<file path="config.mk">
export PLATFORM = sky130hd
export DESIGN_NAME = sxs_alu
export DESIGN_NICKNAME = d
export VERILOG_FILES = /design/src/core/sxs_alu_pkg.sv /design/src/core/sxs_alu.sv
export SDC_FILE = /design/constraint.sdc
export NUM_CORES = 1
export LEC_CHECK = 0
export BUFFER_PORTS_ARGS = -buffer_cell sky130_fd_sc_hd__buf_2
export CAP_MARGIN = 30
export CORE_MARGIN = 1
export CORE_UTILIZATION = 47
export CTS_CLUSTER_SIZE = 24
export DETAILED_ROUTE_END_ITERATION = 8
export PLACE_DENSITY = 0.83
export REMOVE_ABC_BUFFERS = 1
export SLEW_MARGIN = 30
export SYNTH_ARGS = -nofsm -noshare
export SYNTH_HDL_FRONTEND = slang
export SYNTH_SLANG_ARGS = --single-unit
</file>
<file path="constraint.sdc">
create_clock -name MCLK_I -period 3.4 [get_ports MCLK_I]
set_input_delay 0.85 -clock MCLK_I [delete_from_list [all_inputs] [get_ports MCLK_I]]
set_output_delay 0.85 -clock MCLK_I [all_outputs]
set_load 0.02 [all_outputs]
</file>
<file path="src/core/sxs_alu_pkg.sv">
// Purpose: constants and types for the subtract/xor/swap execution datapath
// Assumes: operations arrive one per clock from the instruction decoder
// Notes:   one op per clock; results register on the next edge
// Function
// - literal minus accumulator into accumulator
// - carry/half-carry set when accumulator not greater
// - register minus accumulator, carry, half-carry, zero
// - destination bit 0 writes accumulator
// - destination bit 1 writes file register
// - direction load copies accumulator, port 5-7
// - subtract with borrow uses inverted carry
// - xor literal into accumulator, zero only
// - nibble exchange, no flags changed
// - xor register, destination routed, zero only
package sxs_alu_pkg;

  localparam int         DATA_W     = 8;
  localparam int         ADDR_W     = 7;
  localparam logic [7:0] ACC_RST    = 8'h00;
  localparam logic [7:0] DIR_RST    = 8'hff;
  localparam logic [6:0] PORT_A_SEL = 7'h05;
  localparam logic [6:0] PORT_B_SEL = 7'h06;
  localparam logic [6:0] PORT_C_SEL = 7'h07;
  localparam int         NIB_LO_MSB = 3;
  localparam int         NIB_HI_LSB = 4;

  typedef enum logic [2:0]
  {
    SXS_OP_NONE       = 3'b000,
    SXS_OP_LIT_SUB    = 3'b001,
    SXS_OP_REG_SUB    = 3'b010,
    SXS_OP_REG_SUBB   = 3'b011,
    SXS_OP_XOR_LIT    = 3'b100,
    SXS_OP_XOR_REG    = 3'b101,
    SXS_OP_NIB_SWAP   = 3'b110,
    SXS_OP_DIR_LOAD   = 3'b111
  } sxs_op_t;

  typedef struct packed
  {
    logic                valid;
    sxs_op_t             op;
    logic                dest;
    logic [ADDR_W-1:0]   addr;
    logic [DATA_W-1:0]   operand;
  } sxs_req_t;

  typedef struct packed
  {
    logic                carry;
    logic                half_carry;
    logic                zero;
  } sxs_flags_t;

  typedef struct packed
  {
    logic                we;
    logic [ADDR_W-1:0]   addr;
    logic [DATA_W-1:0]   data;
  } sxs_fwr_t;

  typedef struct packed
  {
    logic [DATA_W-1:0]   port_a_direction;
    logic [DATA_W-1:0]   port_b_direction;
    logic [DATA_W-1:0]   port_c_direction;
  } sxs_dir_t;

endpackage

</file>
<file path="src/core/sxs_alu.sv">
// Purpose: execution datapath for subtract, xor, nibble exchange and direction load
// Assumes: REQ_I.operand holds the literal or the addressed file register value
// Notes:   results and flags appear one clock after the request
`timescale 1ns/100ps
module sxs_alu
(
  input  wire logic                   MCLK_I,
  input  wire logic                   RESET_N_I,
  input  wire sxs_alu_pkg::sxs_req_t  REQ_I,
  output logic [7:0]                  ACC_O,
  output sxs_alu_pkg::sxs_flags_t     FLAGS_O,
  output sxs_alu_pkg::sxs_fwr_t       FILE_WR_O,
  output sxs_alu_pkg::sxs_dir_t       DIR_O
);
  import sxs_alu_pkg::*;

  logic [7:0] acc_q;
  logic [7:0] acc_d;
  sxs_flags_t flags_q;
  sxs_flags_t flags_d;
  sxs_fwr_t   fwr_q;
  sxs_fwr_t   fwr_d;
  sxs_dir_t   dir_q;
  sxs_dir_t   dir_d;
  logic [9:0] sub_r;
  logic [7:0] res;
  logic       use_dest;

  // minuend - subtrahend - borrow; carry out means no borrow
  function automatic logic [9:0] sub_calc(input logic [7:0] m, input logic [7:0] s,
                                          input logic b);
    logic [8:0] full;
    logic [4:0] low;
    full = {1'b0, m} + {1'b0, ~s} + 9'h001 - {8'h00, b};
    low  = {1'b0, m[NIB_LO_MSB:0]} + {1'b0, ~s[NIB_LO_MSB:0]} + 5'h01 - {4'h0, b};
    sub_calc = {full[8], low[4], full[7:0]};
  endfunction

  // carry and half-carry come only from the subtract group
  function automatic logic is_sub_op(input sxs_op_t op);
    is_sub_op = (op == SXS_OP_LIT_SUB) || (op == SXS_OP_REG_SUB) ||
                (op == SXS_OP_REG_SUBB);
  endfunction

  // zero follows the result for subtracts and both xor forms
  function automatic logic sets_zero(input sxs_op_t op);
    sets_zero = is_sub_op(op) || (op == SXS_OP_XOR_LIT) || (op == SXS_OP_XOR_REG);
  endfunction

  // register-operand forms route their result by the destination bit
  function automatic logic routes_dest(input sxs_op_t op);
    routes_dest = (op == SXS_OP_REG_SUB) || (op == SXS_OP_REG_SUBB) ||
                  (op == SXS_OP_XOR_REG) || (op == SXS_OP_NIB_SWAP);
  endfunction

  // literal forms always land in the accumulator, register forms when dest is 0
  function automatic logic writes_acc(input sxs_op_t op, input logic dest);
    writes_acc = (op == SXS_OP_LIT_SUB) || (op == SXS_OP_XOR_LIT) ||
                 (routes_dest(op) && !dest);
  endfunction

  // shared result of the request on REQ_I; holds no state of its own
  always_comb
  begin
    sub_r    = 10'h000;
    res      = 8'h00;
    use_dest = 1'b0;
    if (REQ_I.valid)
    begin
      use_dest = routes_dest(REQ_I.op);
      case (REQ_I.op)
        SXS_OP_LIT_SUB:
        begin
          sub_r = sub_calc(REQ_I.operand, acc_q, 1'b0);
          res   = sub_r[7:0];
        end
        SXS_OP_REG_SUB:
        begin
          sub_r = sub_calc(REQ_I.operand, acc_q, 1'b0);
          res   = sub_r[7:0];
        end
        SXS_OP_REG_SUBB:
        begin
          sub_r = sub_calc(REQ_I.operand, acc_q, ~flags_q.carry);
          res   = sub_r[7:0];
        end
        SXS_OP_XOR_LIT:
        begin
          res = acc_q ^ REQ_I.operand;
        end
        SXS_OP_XOR_REG:
        begin
          res = acc_q ^ REQ_I.operand;
        end
        SXS_OP_NIB_SWAP:
        begin
          res = {REQ_I.operand[NIB_LO_MSB:0], REQ_I.operand[7:NIB_HI_LSB]};
        end
        default:
        begin
          res = 8'h00;
        end
      endcase
    end
  end

  // accumulator; direction load and writes to file leave it alone
  always_comb
  begin
    acc_d = acc_q;
    if (REQ_I.valid && writes_acc(REQ_I.op, REQ_I.dest))
    begin
      acc_d = res;
    end
  end

  always_ff @(posedge MCLK_I)
  begin
    if (!RESET_N_I)
    begin
      acc_q <= ACC_RST;
    end
    else
    begin
      acc_q <= acc_d;
    end
  end

  // status flags; only the subtract and xor groups touch them
  always_comb
  begin
    flags_d = flags_q;
    if (REQ_I.valid)
    begin
      if (is_sub_op(REQ_I.op))
      begin
        flags_d.carry      = sub_r[9];
        flags_d.half_carry = sub_r[8];
      end
      if (sets_zero(REQ_I.op))
      begin
        flags_d.zero = (res == 8'h00);
      end
    end
  end

  always_ff @(posedge MCLK_I)
  begin
    if (!RESET_N_I)
    begin
      flags_q <= '0;
    end
    else
    begin
      flags_q <= flags_d;
    end
  end

  always_comb
  begin
    fwr_d = '0;
    if (use_dest && REQ_I.dest)
    begin
      fwr_d.we   = 1'b1;
      fwr_d.addr = REQ_I.addr;
      fwr_d.data = res;
    end
  end

  // write strobe is a one-cycle pulse since fwr_d idles at zero
  always_ff @(posedge MCLK_I)
  begin
    if (!RESET_N_I)
    begin
      fwr_q <= '0;
    end
    else
    begin
      fwr_q <= fwr_d;
    end
  end

  always_comb
  begin
    dir_d = dir_q;
    if (REQ_I.valid && REQ_I.op == SXS_OP_DIR_LOAD)
    begin
      if (REQ_I.addr == PORT_A_SEL)
      begin
        dir_d.port_a_direction = acc_q;
      end
      else if (REQ_I.addr == PORT_B_SEL)
      begin
        dir_d.port_b_direction = acc_q;
      end
      else if (REQ_I.addr == PORT_C_SEL)
      begin
        dir_d.port_c_direction = acc_q;
      end
    end
  end

  always_ff @(posedge MCLK_I)
  begin
    if (!RESET_N_I)
    begin
      dir_q <= {DIR_RST, DIR_RST, DIR_RST};
    end
    else
    begin
      dir_q <= dir_d;
    end
  end

  assign ACC_O     = acc_q;
  assign FLAGS_O   = flags_q;
  assign FILE_WR_O = fwr_q;
  assign DIR_O     = dir_q;

endmodule

</file>
== Yosys cells after proc, flatten, opt, wreduce, memory -nomap -nowiden ==
Cells that the tools add are included.
Operators by class
  add/subtract/negate cells: 6
  multiply operators: 0
  divide/modulo/power cells: 0
  $lt $le $gt $ge: 0
  eq/ne operators: 10
  shifts and indexed selects: 0
  multiplexer cells: 5
  bitwise operators: 6
  reductions and logical operators: 23
Operator list (number)
  8-bit one-hot mux with 4 select lines: 1
  7-bit by 3-bit == test with 1-bit output, second input constant: 3
  10-bit one-hot mux with 2 select lines: 1
  16-bit two-way mux: 1
  3-bit == test, second input constant: 4
  8-bit by 8-bit adder with 9-bit output: 1
  9-bit by 1-bit adder with 9-bit output, second input constant: 1
  1-bit logical OR: 9
  9-bit by 1-bit subtractor with 9-bit output: 1
  8-bit zero test: 1
  8-bit two-way mux: 1
  8-bit NOT: 1
  2-bit AND reduction: 4
  8-bit bitwise XOR: 1
  3-bit by 2-bit == test with 1-bit output, second input constant: 2
  4-bit by 4-bit adder with 5-bit output: 1
  5-bit by 1-bit adder with 5-bit output, second input constant: 1
  5-bit by 1-bit subtractor with 5-bit output: 1
  1-bit logical AND: 4
  4-bit NOT: 1
  4-bit AND reduction: 1
  2-bit OR reduction: 2
  3-bit by 1-bit == test with 1-bit output, second input constant: 1
  1-bit NOT: 3
  other kinds (3): 3
Word-level totals
  bits in registers: 51
  bits in latches: 0
  memory bits (writable): 0
  memory bits (read-only): 0
  output and inout bits: 51
  word-level logic and storage cells: 60
  memories kept: 0

== Depth between registers and ports, before layout ==
Gate-level depths: netlist (run 1).
  depth in word-level cells: 7
  depth in mapped cells: 10
  gate-level depth less buffers: 10

== Worst setup path after synthesis (run 1) ==
Ideal clock, no wire load.
  path type: input-to-reg
  from: input port REQ_I[0] in the netlist's numbering
  to: register flags_q, in the netlist FLAGS_O[0]
  arrival time: 3.275 ns
  data required time: 3.278 ns
  path slack: 0.003 ns
  stages: 10
  path buffers: 0
  cells stage by stage: inv_1 ha_1 fa_1 nand2b_1 a21oi_2 xnor2_1 or4_4 or4_4 a31oi_1 o41ai_1
Between the ends
  longest elaborated chain between the ends: 6
RTL lines
  start: declaration: RTL line sxs_alu.sv:9  | input wire sxs_alu_pkg::sxs_req_t REQ_I,
  8-bit by 8-bit adder with 9-bit output: RTL line sxs_alu.sv:34  | full = {1'b0, m} + {1'b0, ~s} + 9'h001 - {8'h00, b};
  9-bit by 1-bit adder with 9-bit output: RTL line sxs_alu.sv:34
  9-bit by 1-bit subtractor with 9-bit output: RTL line sxs_alu.sv:34
  8-bit one-hot mux with 4 select lines (*): RTL line sxs_alu.sv:71  | case (REQ_I.op)
  8-bit two-way mux (*): RTL line sxs_alu.sv:68  | if (REQ_I.valid)
  8-bit zero test (*): RTL line sxs_alu.sv:142  | flags_d.zero = (res == 8'h00);
  end signal: assignment: RTL line sxs_alu.sv:155  | flags_q <= flags_d;
  end: declaration: RTL line sxs_alu.sv:19  | sxs_flags_t flags_q;
Mark *: on every way between the ends. The rest lies on a longest branch, timed or not.
A chain may end at the register's enable or synchronous reset.

== Worst setup path after layout (run 1) ==
  from: input port REQ_I[0] in the netlist's numbering
  to: register fwr_q, in the netlist FILE_WR_O[7]
Between the ends
  longest elaborated chain between the ends: 5
RTL lines
  8-bit by 8-bit adder with 9-bit output (*): RTL line sxs_alu.sv:34
  9-bit by 1-bit adder with 9-bit output (*): RTL line sxs_alu.sv:34
  9-bit by 1-bit subtractor with 9-bit output: RTL line sxs_alu.sv:34
  8-bit one-hot mux with 4 select lines (*): RTL line sxs_alu.sv:71
  8-bit two-way mux (*): RTL line sxs_alu.sv:68
  end signal: assignment: RTL line sxs_alu.sv:179  | fwr_q <= fwr_d;
  end: declaration: RTL line sxs_alu.sv:21  | sxs_fwr_t fwr_q;
Marked as above.

==> impl_metrics.csv, run 1 <==
group,metric,value,unit
yosys,yosys_warnings,0,
yosys,yosysSeqAreaShare,38.95,%
sta,rsz0062_at_grt,"no",
floorplan,core,0.005238,mm2
floorplan,fp.dieH,76.68,um
placement,pre_cts_ws,-0.1246,ns
sta,fin_skew,0.005072,ns
power_and_ir_drop,power.leakage,1.531,nW
floorplan,die_w,76.68,um
sta,holdWs,0.4786,ns
setup_path,reg2reg_depth,9,
job,drv_cap,0,
global_route,grt_usage,24.52,%
yosys,synthTopCellsByArea,"dfxtp_1 (39%), o211ai_1 (8.0%), nand2_1 (5.3%), ha_1 (4.8%), nor2_1 (3.2%)",
finish,area_growth,26.87,%
setup_path,required,3.65,ns
yosys,synth_edf_count,0,
sta,worst_slew_pin_slew,0.6431,ns
sta,timing.fmax,312.0,MHz
hold_path,hold_path_class,"reg2reg",
yosys,synthTopCellsByCount,"dfxtp_1 (51), nand2_1 (37), o211ai_1 (28)",
clocking,cts_made_buffers,5,
clocking,clock_path_buffers,2,
clocking,cts_resized,0,
finish,num_antenna_cells,0,
clocking,post_cts_buffers,0,
setup_path,end_kind,"flop",
yosys,synth_area_leader_cell,"dfxtp_1",
power_and_ir_drop,ir_drop,224.7,uV
hold_path,holdCritStartpoint,"DIR_O[0]$_SDFFE_PN1P_",
floorplan,die_area,0.005880,mm2
hold_path,worst_hold_path.endpoint,"DIR_O[0]$_SDFFE_PN1P_",
finish,fin_cells,469,
yosys,ys_seq_elements,51,
routing,drc_errors,0,
placement,routabilityCongestion,0.9715,
yosys,synth.most_common_cell,"dfxtp_1",
global_route,grt_max_degree,21,
setup_path,rrSetupSlack,0.35,ns
setup_path,r2r_end,"FILE_WR_O[7]$_SDFF_PN0_",
sta,setup_ws,0.1946,ns
clocking,clk_pin_slew_worst_paths,0.09,ns
floorplan,num_io_pins,73,
floorplan,rows,26,
power_and_ir_drop,p_per_area,421.9,mW/mm2
sta,period_minus_slack,3.205,ns
sta,min_period_over_period,94.28,%
floorplan,initial_utilization,50.05,%
sta,setup_viol,0,
placement,port-buffer-count,72,
routing,wl_per_cell,15.09,um
setup_path,path_max_fanout,3,
global_route,grt_pass1_vias,2316,
clocking,cts_tree,"yes",
routing,routed_wl,7.075,mm
yosys,synthArstFlopShare,0,%
setup_path,startpoint_type,"primary input",
finish,drive_above_1_share,28.07,%
yosys,syn-instance-count,309,
run_status,status,"completed",
global_route,grt_pass1_wl,11.41,mm
placement,hpwl,5.558,mm
yosys,yosys.cell_types.count,56,
sta,maxSlewViolCount,0,
global_route,antenna_found_initial,0,
setup_path,r2r-start,"ACC_O[1]$_SDFFE_PN0P_",
power_and_ir_drop,finalPower,0.001403,W
clocking,ctsHtreeMaxLevel,2,
sta,hold_viol_final,0,
yosys,synth_top_flop_cell,"dfxtp_1",
setup_path,arrival,3.46,ns
clocking,insertion_delay,0.30,ns
routing,drt-vias-per-instance,5.588,
sta,timing.slew.headroom,56.76,%
routing,drt_iter0_drc,165,
placement,placed_cells_incl_taps,461,
routing,vias,2621,
routing,antenna_left,0,
yosys,synth_area,0.002621,mm2
hold_path,hold_depth,2,
yosys,avgSynthCellArea,8.483,um2
clocking,hold_buffers,0,
finish,finish.net_count,431,
clocking,cts.sinks,51,
yosys,synth.top_cell.area_share,38.95,%
setup_path,criticalPathCategory,"in2reg",
clocking,root_buffer,"clkbuf_8",
routing,drt_pass1_iterations,5,
global_route,gr-total-overflow,0,
[how the worst max path moves through the flow]
stage	end	from	slack, ns	cells past startpoint
CTS	FILE_WR_O[7]$_SDFF_PN0_	REQ_I[0]	0.20	11
detailed placement	FLAGS_O[0]$_SDFFE_PN0P_	REQ_I[0]	-0.12	11
global placement	FLAGS_O[0]$_SDFFE_PN0P_	REQ_I[0]	-0.04	11
global route	FLAGS_O[0]$_SDFFE_PN0P_	REQ_I[0]	0.04	12
finish	FILE_WR_O[7]$_SDFF_PN0_	REQ_I[0]	0.19	11
floorplan	FLAGS_O[0]$_SDFFE_PN0P_	REQ_I[0]	0.003	10
[flip-flops by register name, indices dropped and copies added, names as in the netlist]
| signal | cells |
|---|---|
| DIR_O | 24 |
| FILE_WR_O | 16 |
| ACC_O | 8 |
| FLAGS_O | 3 |
[routing by layer]
metal	global-route usage (%)	vias up	wire, um
met5	0	-	0
met1	33.01	1226	3235
met2	40.36	94	3328
met3	3.571	10	399
met4	7.308	0	112
li1	-	1291	-
[cells in the final DEF, fill, tap and decap left out, types with 2 or more instances in the layout]
cell and count:
buf_2 72, dfxtp_1 51, nand2_1 37, o211ai_1 28, buf_4 23, nor2_1 22
inv_1 18, a21oi_1 12, and2_1 11, ha_1 10, o21ai_0 9, nand3_1 9
nor2b_1 6, o21a_1 6, a211oi_1 5, nor3_1 5, xnor2_1 5, clkbuf_8 5
mux2i_1 4, xor2_1 4, nand3b_1 4, a31oi_1 3, a22oi_1 3, o22ai_1 3
nor3b_1 3, o31ai_1 2, o22a_1 2, nand2b_1 2, or4_4 2, a311oi_1 2
bufinv_16 2
[cell type report]
type | instances | area, um2
clock buffers | 6 | 72.57
clock inverters | 2 | 60.06
fillers | 446 | 1912
inverters | 19 | 71.32
multi-input cells | 226 | 1480
flip-flops and latches | 51 | 1021
well taps | 70 | 87.58
repair buffers | 95 | 533.0
[kinds of logic (layout without fill, tap and decap cells)]
kind of cell | after synthesis | in the layout | synth area share (%)
DFF | 51 | 51 | 38.95
muxes | 5 | 5 | 1.957
and+or+nand+nor | 111 | 111 | 21.24
AOI/OAI and AO/OA | 90 | 90 | 24.73
adders and majority gates | 11 | 11 | 5.537
buffers and inverters | 32 | 122 | 4.582
xor gates and xnor gates | 9 | 9 | 3.007
[report_power, final]
group	internal (W)	switching [W]	total (W)
clock network	0.000294	0.000191	0.000485
logic	0.000129	0.000176	0.000305
registers	0.000607	0.00000649	0.000614
total	0.00103	0.000373	0.00140
[worst max-delay path: stages]
cell and delay, ns:
buf_2 0.09, inv_1 0.04, ha_1 0.21, fa_1 0.39, nand2b_1 0.19, a21oi_2 0.17
xnor2_1 0.10, or4_4 0.53, or4_4 0.49, a31oi_1 0.23, and2_1 0.16
[through the flow]
stage	setup TNS, ns	util [%]	area [um2]
5_1_grt	0	63.50	3326
6_report	0	63.50	3326
2_1_floorplan	0	-	2572
3_5_place_dp	-0.3090	60.97	3193
4_1_cts	0	63.50	3326
3_3_place_gp	-0.06502	60.97	3193
Note: power is estimated with default switching activity, not from simulation.
==> inputs of run 2 (changes only) <==
REMOVE_ABC_BUFFERS = default   (was 1)
==> run 2 against run 1 <==
Against the previous run:
- first-iteration DRC count grew 6.7%
- utilization shrank 0.29 points
- critical endpoint is now FLAGS_O[0]$_SDFFE_PN0P_
- combinational power grew 2%
- critical path depth is the same
- setup slack lost 0.016 ns
- worst hold slack gained 0.0058 ns
- non-clock buffer count grew 3
- flip-flop and latch count is the same
- clock power shrank 24%
- fmax shrank 0.51%
- sequential power is essentially flat
- critical path type unchanged
==> impl_metrics.csv, run 2 (synthesized netlist as in run 1, its figures left out) <==
group,metric,value,unit
run_status,status,"completed",
power_and_ir_drop,ir_drop,173.6,uV
setup_path,rrSetupSlack,0.36,ns
job,drv_cap,0,
finish,finish.net_count,434,
global_route,grt_pass1_vias,2424,
floorplan,die_area,0.005880,mm2
placement,hpwl,5.606,mm
sta,worst_slew_pin_slew,0.6536,ns
finish,mostFrequentLayoutCell,"buf_2",
clocking,hold_buffers,0,
routing,vias,2686,
finish,design_area,0.003311,mm2
floorplan,die_w,76.68,um
power_and_ir_drop,finalPower,0.001291,W
yosys,synthesis.nets,342,
sta,rsz0062_at_grt,"no",
setup_path,arrival,3.42,ns
global_route,gr-total-overflow,0,
sta,maxSlewViolCount,0,
power_and_ir_drop,p_clk_share,28.4,%
clocking,cts_resized,0,
routing,drt_iter0_drc,176,
routing,drt-vias-per-instance,5.691,
floorplan,initial_utilization,50.05,%
clocking,cts_made_buffers,5,
global_route,grt_usage,26.29,%
floorplan,core,0.005238,mm2
setup_path,reg2reg_depth,9,
routing,routed_wl,7.340,mm
routing,wl_per_cell,15.55,um
clocking,clock_path_buffers,2,
clocking,ctsHtreeMaxLevel,2,
floorplan,fp.dieH,76.68,um
power_and_ir_drop,p_int,0.0009071,W
setup_path,critPathCapture,"FLAGS_O[0]$_SDFFE_PN0P_",
sta,setup_ws,0.1782,ns
sta,fin_skew,0.006739,ns
finish,num_antenna_cells,0,
power_and_ir_drop,comb_power_share,24.1,%
clocking,cts_tree,"yes",
global_route,grt_pass1_wl,12.24,mm
clocking,post_cts_buffers,0,
sta,min_period_over_period,94.76,%
routing,drc_errors,0,
routing,drt_pass1_iterations,5,
hold_path,hold_depth,2,
finish,drive_above_1_share,28.61,%
sta,period_minus_slack,3.222,ns
floorplan,rows,26,
sta,setup_viol,0,
setup_path,required,3.60,ns
power_and_ir_drop,power_switching,0.0003837,W
finish,area_growth,26.30,%
finish,largest_reg_flops,24,
setup_path,path_max_fanout,3,
setup_path,end_kind,"flop",
setup_path,r2r_end,"FLAGS_O[0]$_SDFFE_PN0P_",
routing,antenna_left,0,
setup_path,startpoint_type,"primary input",
global_route,grt_max_degree,30,
power_and_ir_drop,sw_frac_of_total,29.73,%
power_and_ir_drop,seqPwrFrac,47.5,%
finish,layout_common_cells,"buf_2 (72), dfxtp_1 (51), nand2_1 (37)",
hold_path,hold_path_class,"reg2reg",
clocking,root_buffer,"clkbuf_8",
clocking,insertion_delay,0.30,ns
placement,dpl-instance-area,0.003216,mm2
global_route,antenna_found_initial,0,
setup_path,criticalPathCategory,"in2reg",
clocking,clk_pin_slew_worst_paths,0.09,ns
sta,hold_viol_final,0,
placement,pre_cts_ws,-0.1297,ns
floorplan,num_io_pins,73,
setup_path,r2r-start,"ACC_O[5]$_SDFFE_PN0P_",
setup_path,cp-startpoint,"REQ_I[0]",
clocking,cts.sinks,51,
power_and_ir_drop,power.leakage,1.529,nW
sta,timing.fmax,310.4,MHz
sta,timing.slew.headroom,56.06,%
placement,routabilityCongestion,0.8688,
placement,port-buffer-count,72,
power_and_ir_drop,p_per_area,389.9,mW/mm2
run 2: cell count changes in the layout (fill, tap and decap cells not counted):
cell,change
buf_4,+3
bufinv_16,-2
clkbuf_8,+1
clkinv_4,+1
run 2: worst min path at each step:
stage                       startpoint                      end  slack (ns)
2_1_floorplan  FLAGS_O[0]$_SDFFE_PN0P_  FLAGS_O[0]$_SDFFE_PN0P_        0.54
3_3_place_gp    DIR_O[16]$_SDFFE_PN1P_   DIR_O[16]$_SDFFE_PN1P_        0.45
3_5_place_dp     DIR_O[0]$_SDFFE_PN1P_    DIR_O[0]$_SDFFE_PN1P_        0.46
4_1_cts          ACC_O[4]$_SDFFE_PN0P_    ACC_O[4]$_SDFFE_PN0P_        0.49
5_1_grt          ACC_O[4]$_SDFFE_PN0P_    ACC_O[4]$_SDFFE_PN0P_        0.49
6_report         DIR_O[0]$_SDFFE_PN1P_    DIR_O[0]$_SDFFE_PN1P_        0.48
run 2: through the flow:
stage          util, %  setup TNS [ns]  hold slack [ns]  cells
6_report         63.21               0           0.4844    472
5_1_grt          63.21               0           0.4918    472
4_1_cts          63.21               0           0.4860    472
3_5_place_dp     61.40         -0.3366           0.4622    464
3_3_place_gp     61.40         -0.1489           0.4513    464
2_1_floorplan        -               0           0.5423    309
run 2: worst max-delay path, cell delays in order:
cell	delay, ns
buf_2	0.09
inv_1	0.04
ha_1	0.22
fa_1	0.41
nand2b_1	0.19
a21oi_2	0.16
xnor2_1	0.10
or4_4	0.53
or4_4	0.49
a31oi_1	0.24
o41ai_1	0.10
run 2: cell type report:
cell class | count | area, um2
repair buffers | 98 | 555.5
well taps | 70 | 87.58
fillers | 476 | 1927
multi-input cells | 226 | 1480
clock inverters | 1 | 8.758
flip-flops and latches | 51 | 1021
inverters | 19 | 71.32
clock buffers | 7 | 86.33
run 2: routing by layer:
layer	vias up	GRT usage [%]	share of wire, %
li1	1304	-	-
met1	1267	34.67	46
met4	0	10.77	1.9
met2	100	43.04	47
met5	-	0	0
met3	15	3.571	5.7
run 2: power groups by stage:
stage	Clock, W	Combinational (W)	Sequential [W]
floorplan	0	0.000176	0.000639
global route	0.000396	0.000341	0.000615
global placement	0	0.000301	0.000627
detailed placement	0	0.000305	0.000627
CTS	0.000369	0.000307	0.000613
finish	0.000367	0.000311	0.000613
==> inputs of run 3 (changes only) <==
CORE_UTILIZATION = 50   (was 47)
PLACE_DENSITY = 0.84   (was 0.83)
clock period = 3.5 ns   (was 3.4 ns; I/O delays follow)
==> run 3 against run 2 <==
Against the previous run:
- utilization up 3.4 points
- combinational power down 8.4%
- critical endpoint unchanged
- via count down 3.6%
- critical path depth unchanged
- routed wire length down 3.1%
- highest routed layer unchanged
- global-route usage up 1.5 points
==> impl_metrics.csv, run 3 (synthesized netlist as in run 1, its figures left out) <==
group,metric,value,unit
run_status,status,"completed",
floorplan,die_w,74.41,um
yosys,synthesis.nets,342,
power_and_ir_drop,p_per_area,400.7,mW/mm2
clocking,cts_tree,"yes",
sta,hold_viol_final,0,
sta,min_period_over_period,91.83,%
job,drv_cap,0,
global_route,antenna_found_initial,0,
sta,timing.fmax,311.1,MHz
sta,maxSlewViolCount,0,
finish,regArea,0.001021,mm2
clocking,cts_made_buffers,5,
sta,setup_ws,0.2860,ns
clocking,clk_pin_slew_worst_paths,0.10,ns
setup_path,required,3.70,ns
placement,port-buffer-count,72,
placement,pre_cts_ws,-0.05543,ns
placement,dpl-instance-area,0.003137,mm2
finish,area_growth,24.06,%
placement,routabilityCongestion,0.9003,
setup_path,startpoint_type,"primary input",
routing,drt_pass1_iterations,4,
routing,routed_wl,7.113,mm
clocking,hold_buffers,0,
floorplan,initial_utilization,53.72,%
clocking,cts_resized,0,
setup_path,criticalPathCategory,"in2reg",
finish,finish.net_count,424,
clocking,clock_path_buffers,2,
routing,drt_iter0_drc,211,
floorplan,rows,25,
setup_path,end_kind,"flop",
setup_path,path_max_fanout,3,
finish,multiInputGateArea,0.001480,mm2
clocking,cts.sinks,51,
power_and_ir_drop,ir_drop,169.1,uV
sta,setup_viol,0,
sta,timing.slew.headroom,56.96,%
finish,fin_cells,459,
global_route,gr-total-overflow,0,
finish,drive_above_1_share,27.04,%
routing,wl_per_cell,15.50,um
hold_path,hold_path_class,"reg2reg",
routing,drc_errors,0,
finish,largest_reg_flops,24,
clocking,insertion_delay,0.31,ns
sta,worst_slew_pin_slew,0.6402,ns
finish,num_antenna_cells,0,
global_route,grt_pass1_vias,2326,
power_and_ir_drop,power.leakage,1.486,nW
finish,n_fill_cell,415,
floorplan,fp.dieH,74.41,um
clocking,post_cts_buffers,0,
placement,placed_cells_incl_taps,451,
floorplan,core,0.004880,mm2
routing,antenna_left,0,
finish,layout_common_cells,"buf_2 (72), dfxtp_1 (51), nand2_1 (37)",
placement,hpwl,5.378,mm
clocking,ctsHtreeMaxLevel,2,
setup_path,arrival,3.42,ns
global_route,grt_pass1_wl,11.41,mm
power_and_ir_drop,finalPower,0.001303,W
routing,vias,2588,
sta,rsz0062_at_grt,"no",
sta,fin_skew,0.009791,ns
clocking,root_buffer,"clkbuf_8",
floorplan,num_io_pins,73,
finish,design_area,0.003252,mm2
routing,drt-vias-per-instance,5.638,
sta,period_minus_slack,3.214,ns
finish,mostFrequentLayoutCell,"buf_2",
sta,holdWs,0.4804,ns
floorplan,die_area,0.005536,mm2
setup_path,rrSetupSlack,0.53,ns
global_route,grt_usage,27.76,%
global_route,grt_max_degree,30,
==> run 3: worst max-delay path, cell delays in order <==
cell and delay [ns]:
buf_2 0.09, inv_1 0.04, ha_1 0.22, fa_1 0.40, nand2b_1 0.19, a21oi_2 0.16, xnor2_1 0.11, or4_4 0.53
or4_4 0.49, a31oi_1 0.22, o41ai_1 0.09
==> run 3: area by class of cell <==
cell class / instances / area share [%]
timing repair buffer: 88 / 14.77
sequential: 51 / 31.40
inverter: 19 / 2.193
clock inverter: 3 / 1.424
clock buffer: 5 / 2.116
multi-input combinational: 226 / 45.52
tap: 67 / 2.578
==> run 3: report_power, final <==
| part | leakage (nW) | switching (W) | internal, W |
|---|---|---|---|
| sequential | 0.413 | 0.00000604 | 0.000590 |
| clock | 0.0548 | 0.000207 | 0.000216 |
| combinational | 1.02 | 0.000169 | 0.000116 |
==> run 3: worst paths after layout <==
| kind | cells after the start | startpoint | end |
|---|---|---|---|
| max | 11 | REQ_I[0] | FLAGS_O[0]$_SDFFE_PN0P_ |
| max reg2reg | 9 | ACC_O[0]$_SDFFE_PN0P_ | FLAGS_O[0]$_SDFFE_PN0P_ |
| min reg2reg | 2 | DIR_O[16]$_SDFFE_PN1P_ | DIR_O[16]$_SDFFE_PN1P_ |
| min | 2 | DIR_O[16]$_SDFFE_PN1P_ | DIR_O[16]$_SDFFE_PN1P_ |
==> run 3: metrics by stage <==
stage / utilization [%] / TNS [ns]
3_5_place_dp: 64.28 / -0.09173
3_3_place_gp: 64.28 / 0
6_report: 66.64 / 0
4_1_cts: 66.64 / 0
5_1_grt: 66.64 / 0
2_1_floorplan: - / 0
==> run 3: per-layer routing <==
metal,vias to the layer above,part of all wire [%],global-route usage [%]
met1,1211,46,36.64
met3,8,5.3,5.691
met2,83,47,45.35
li1,1286,-,-
met5,-,0,0
met4,0,1.3,9.015
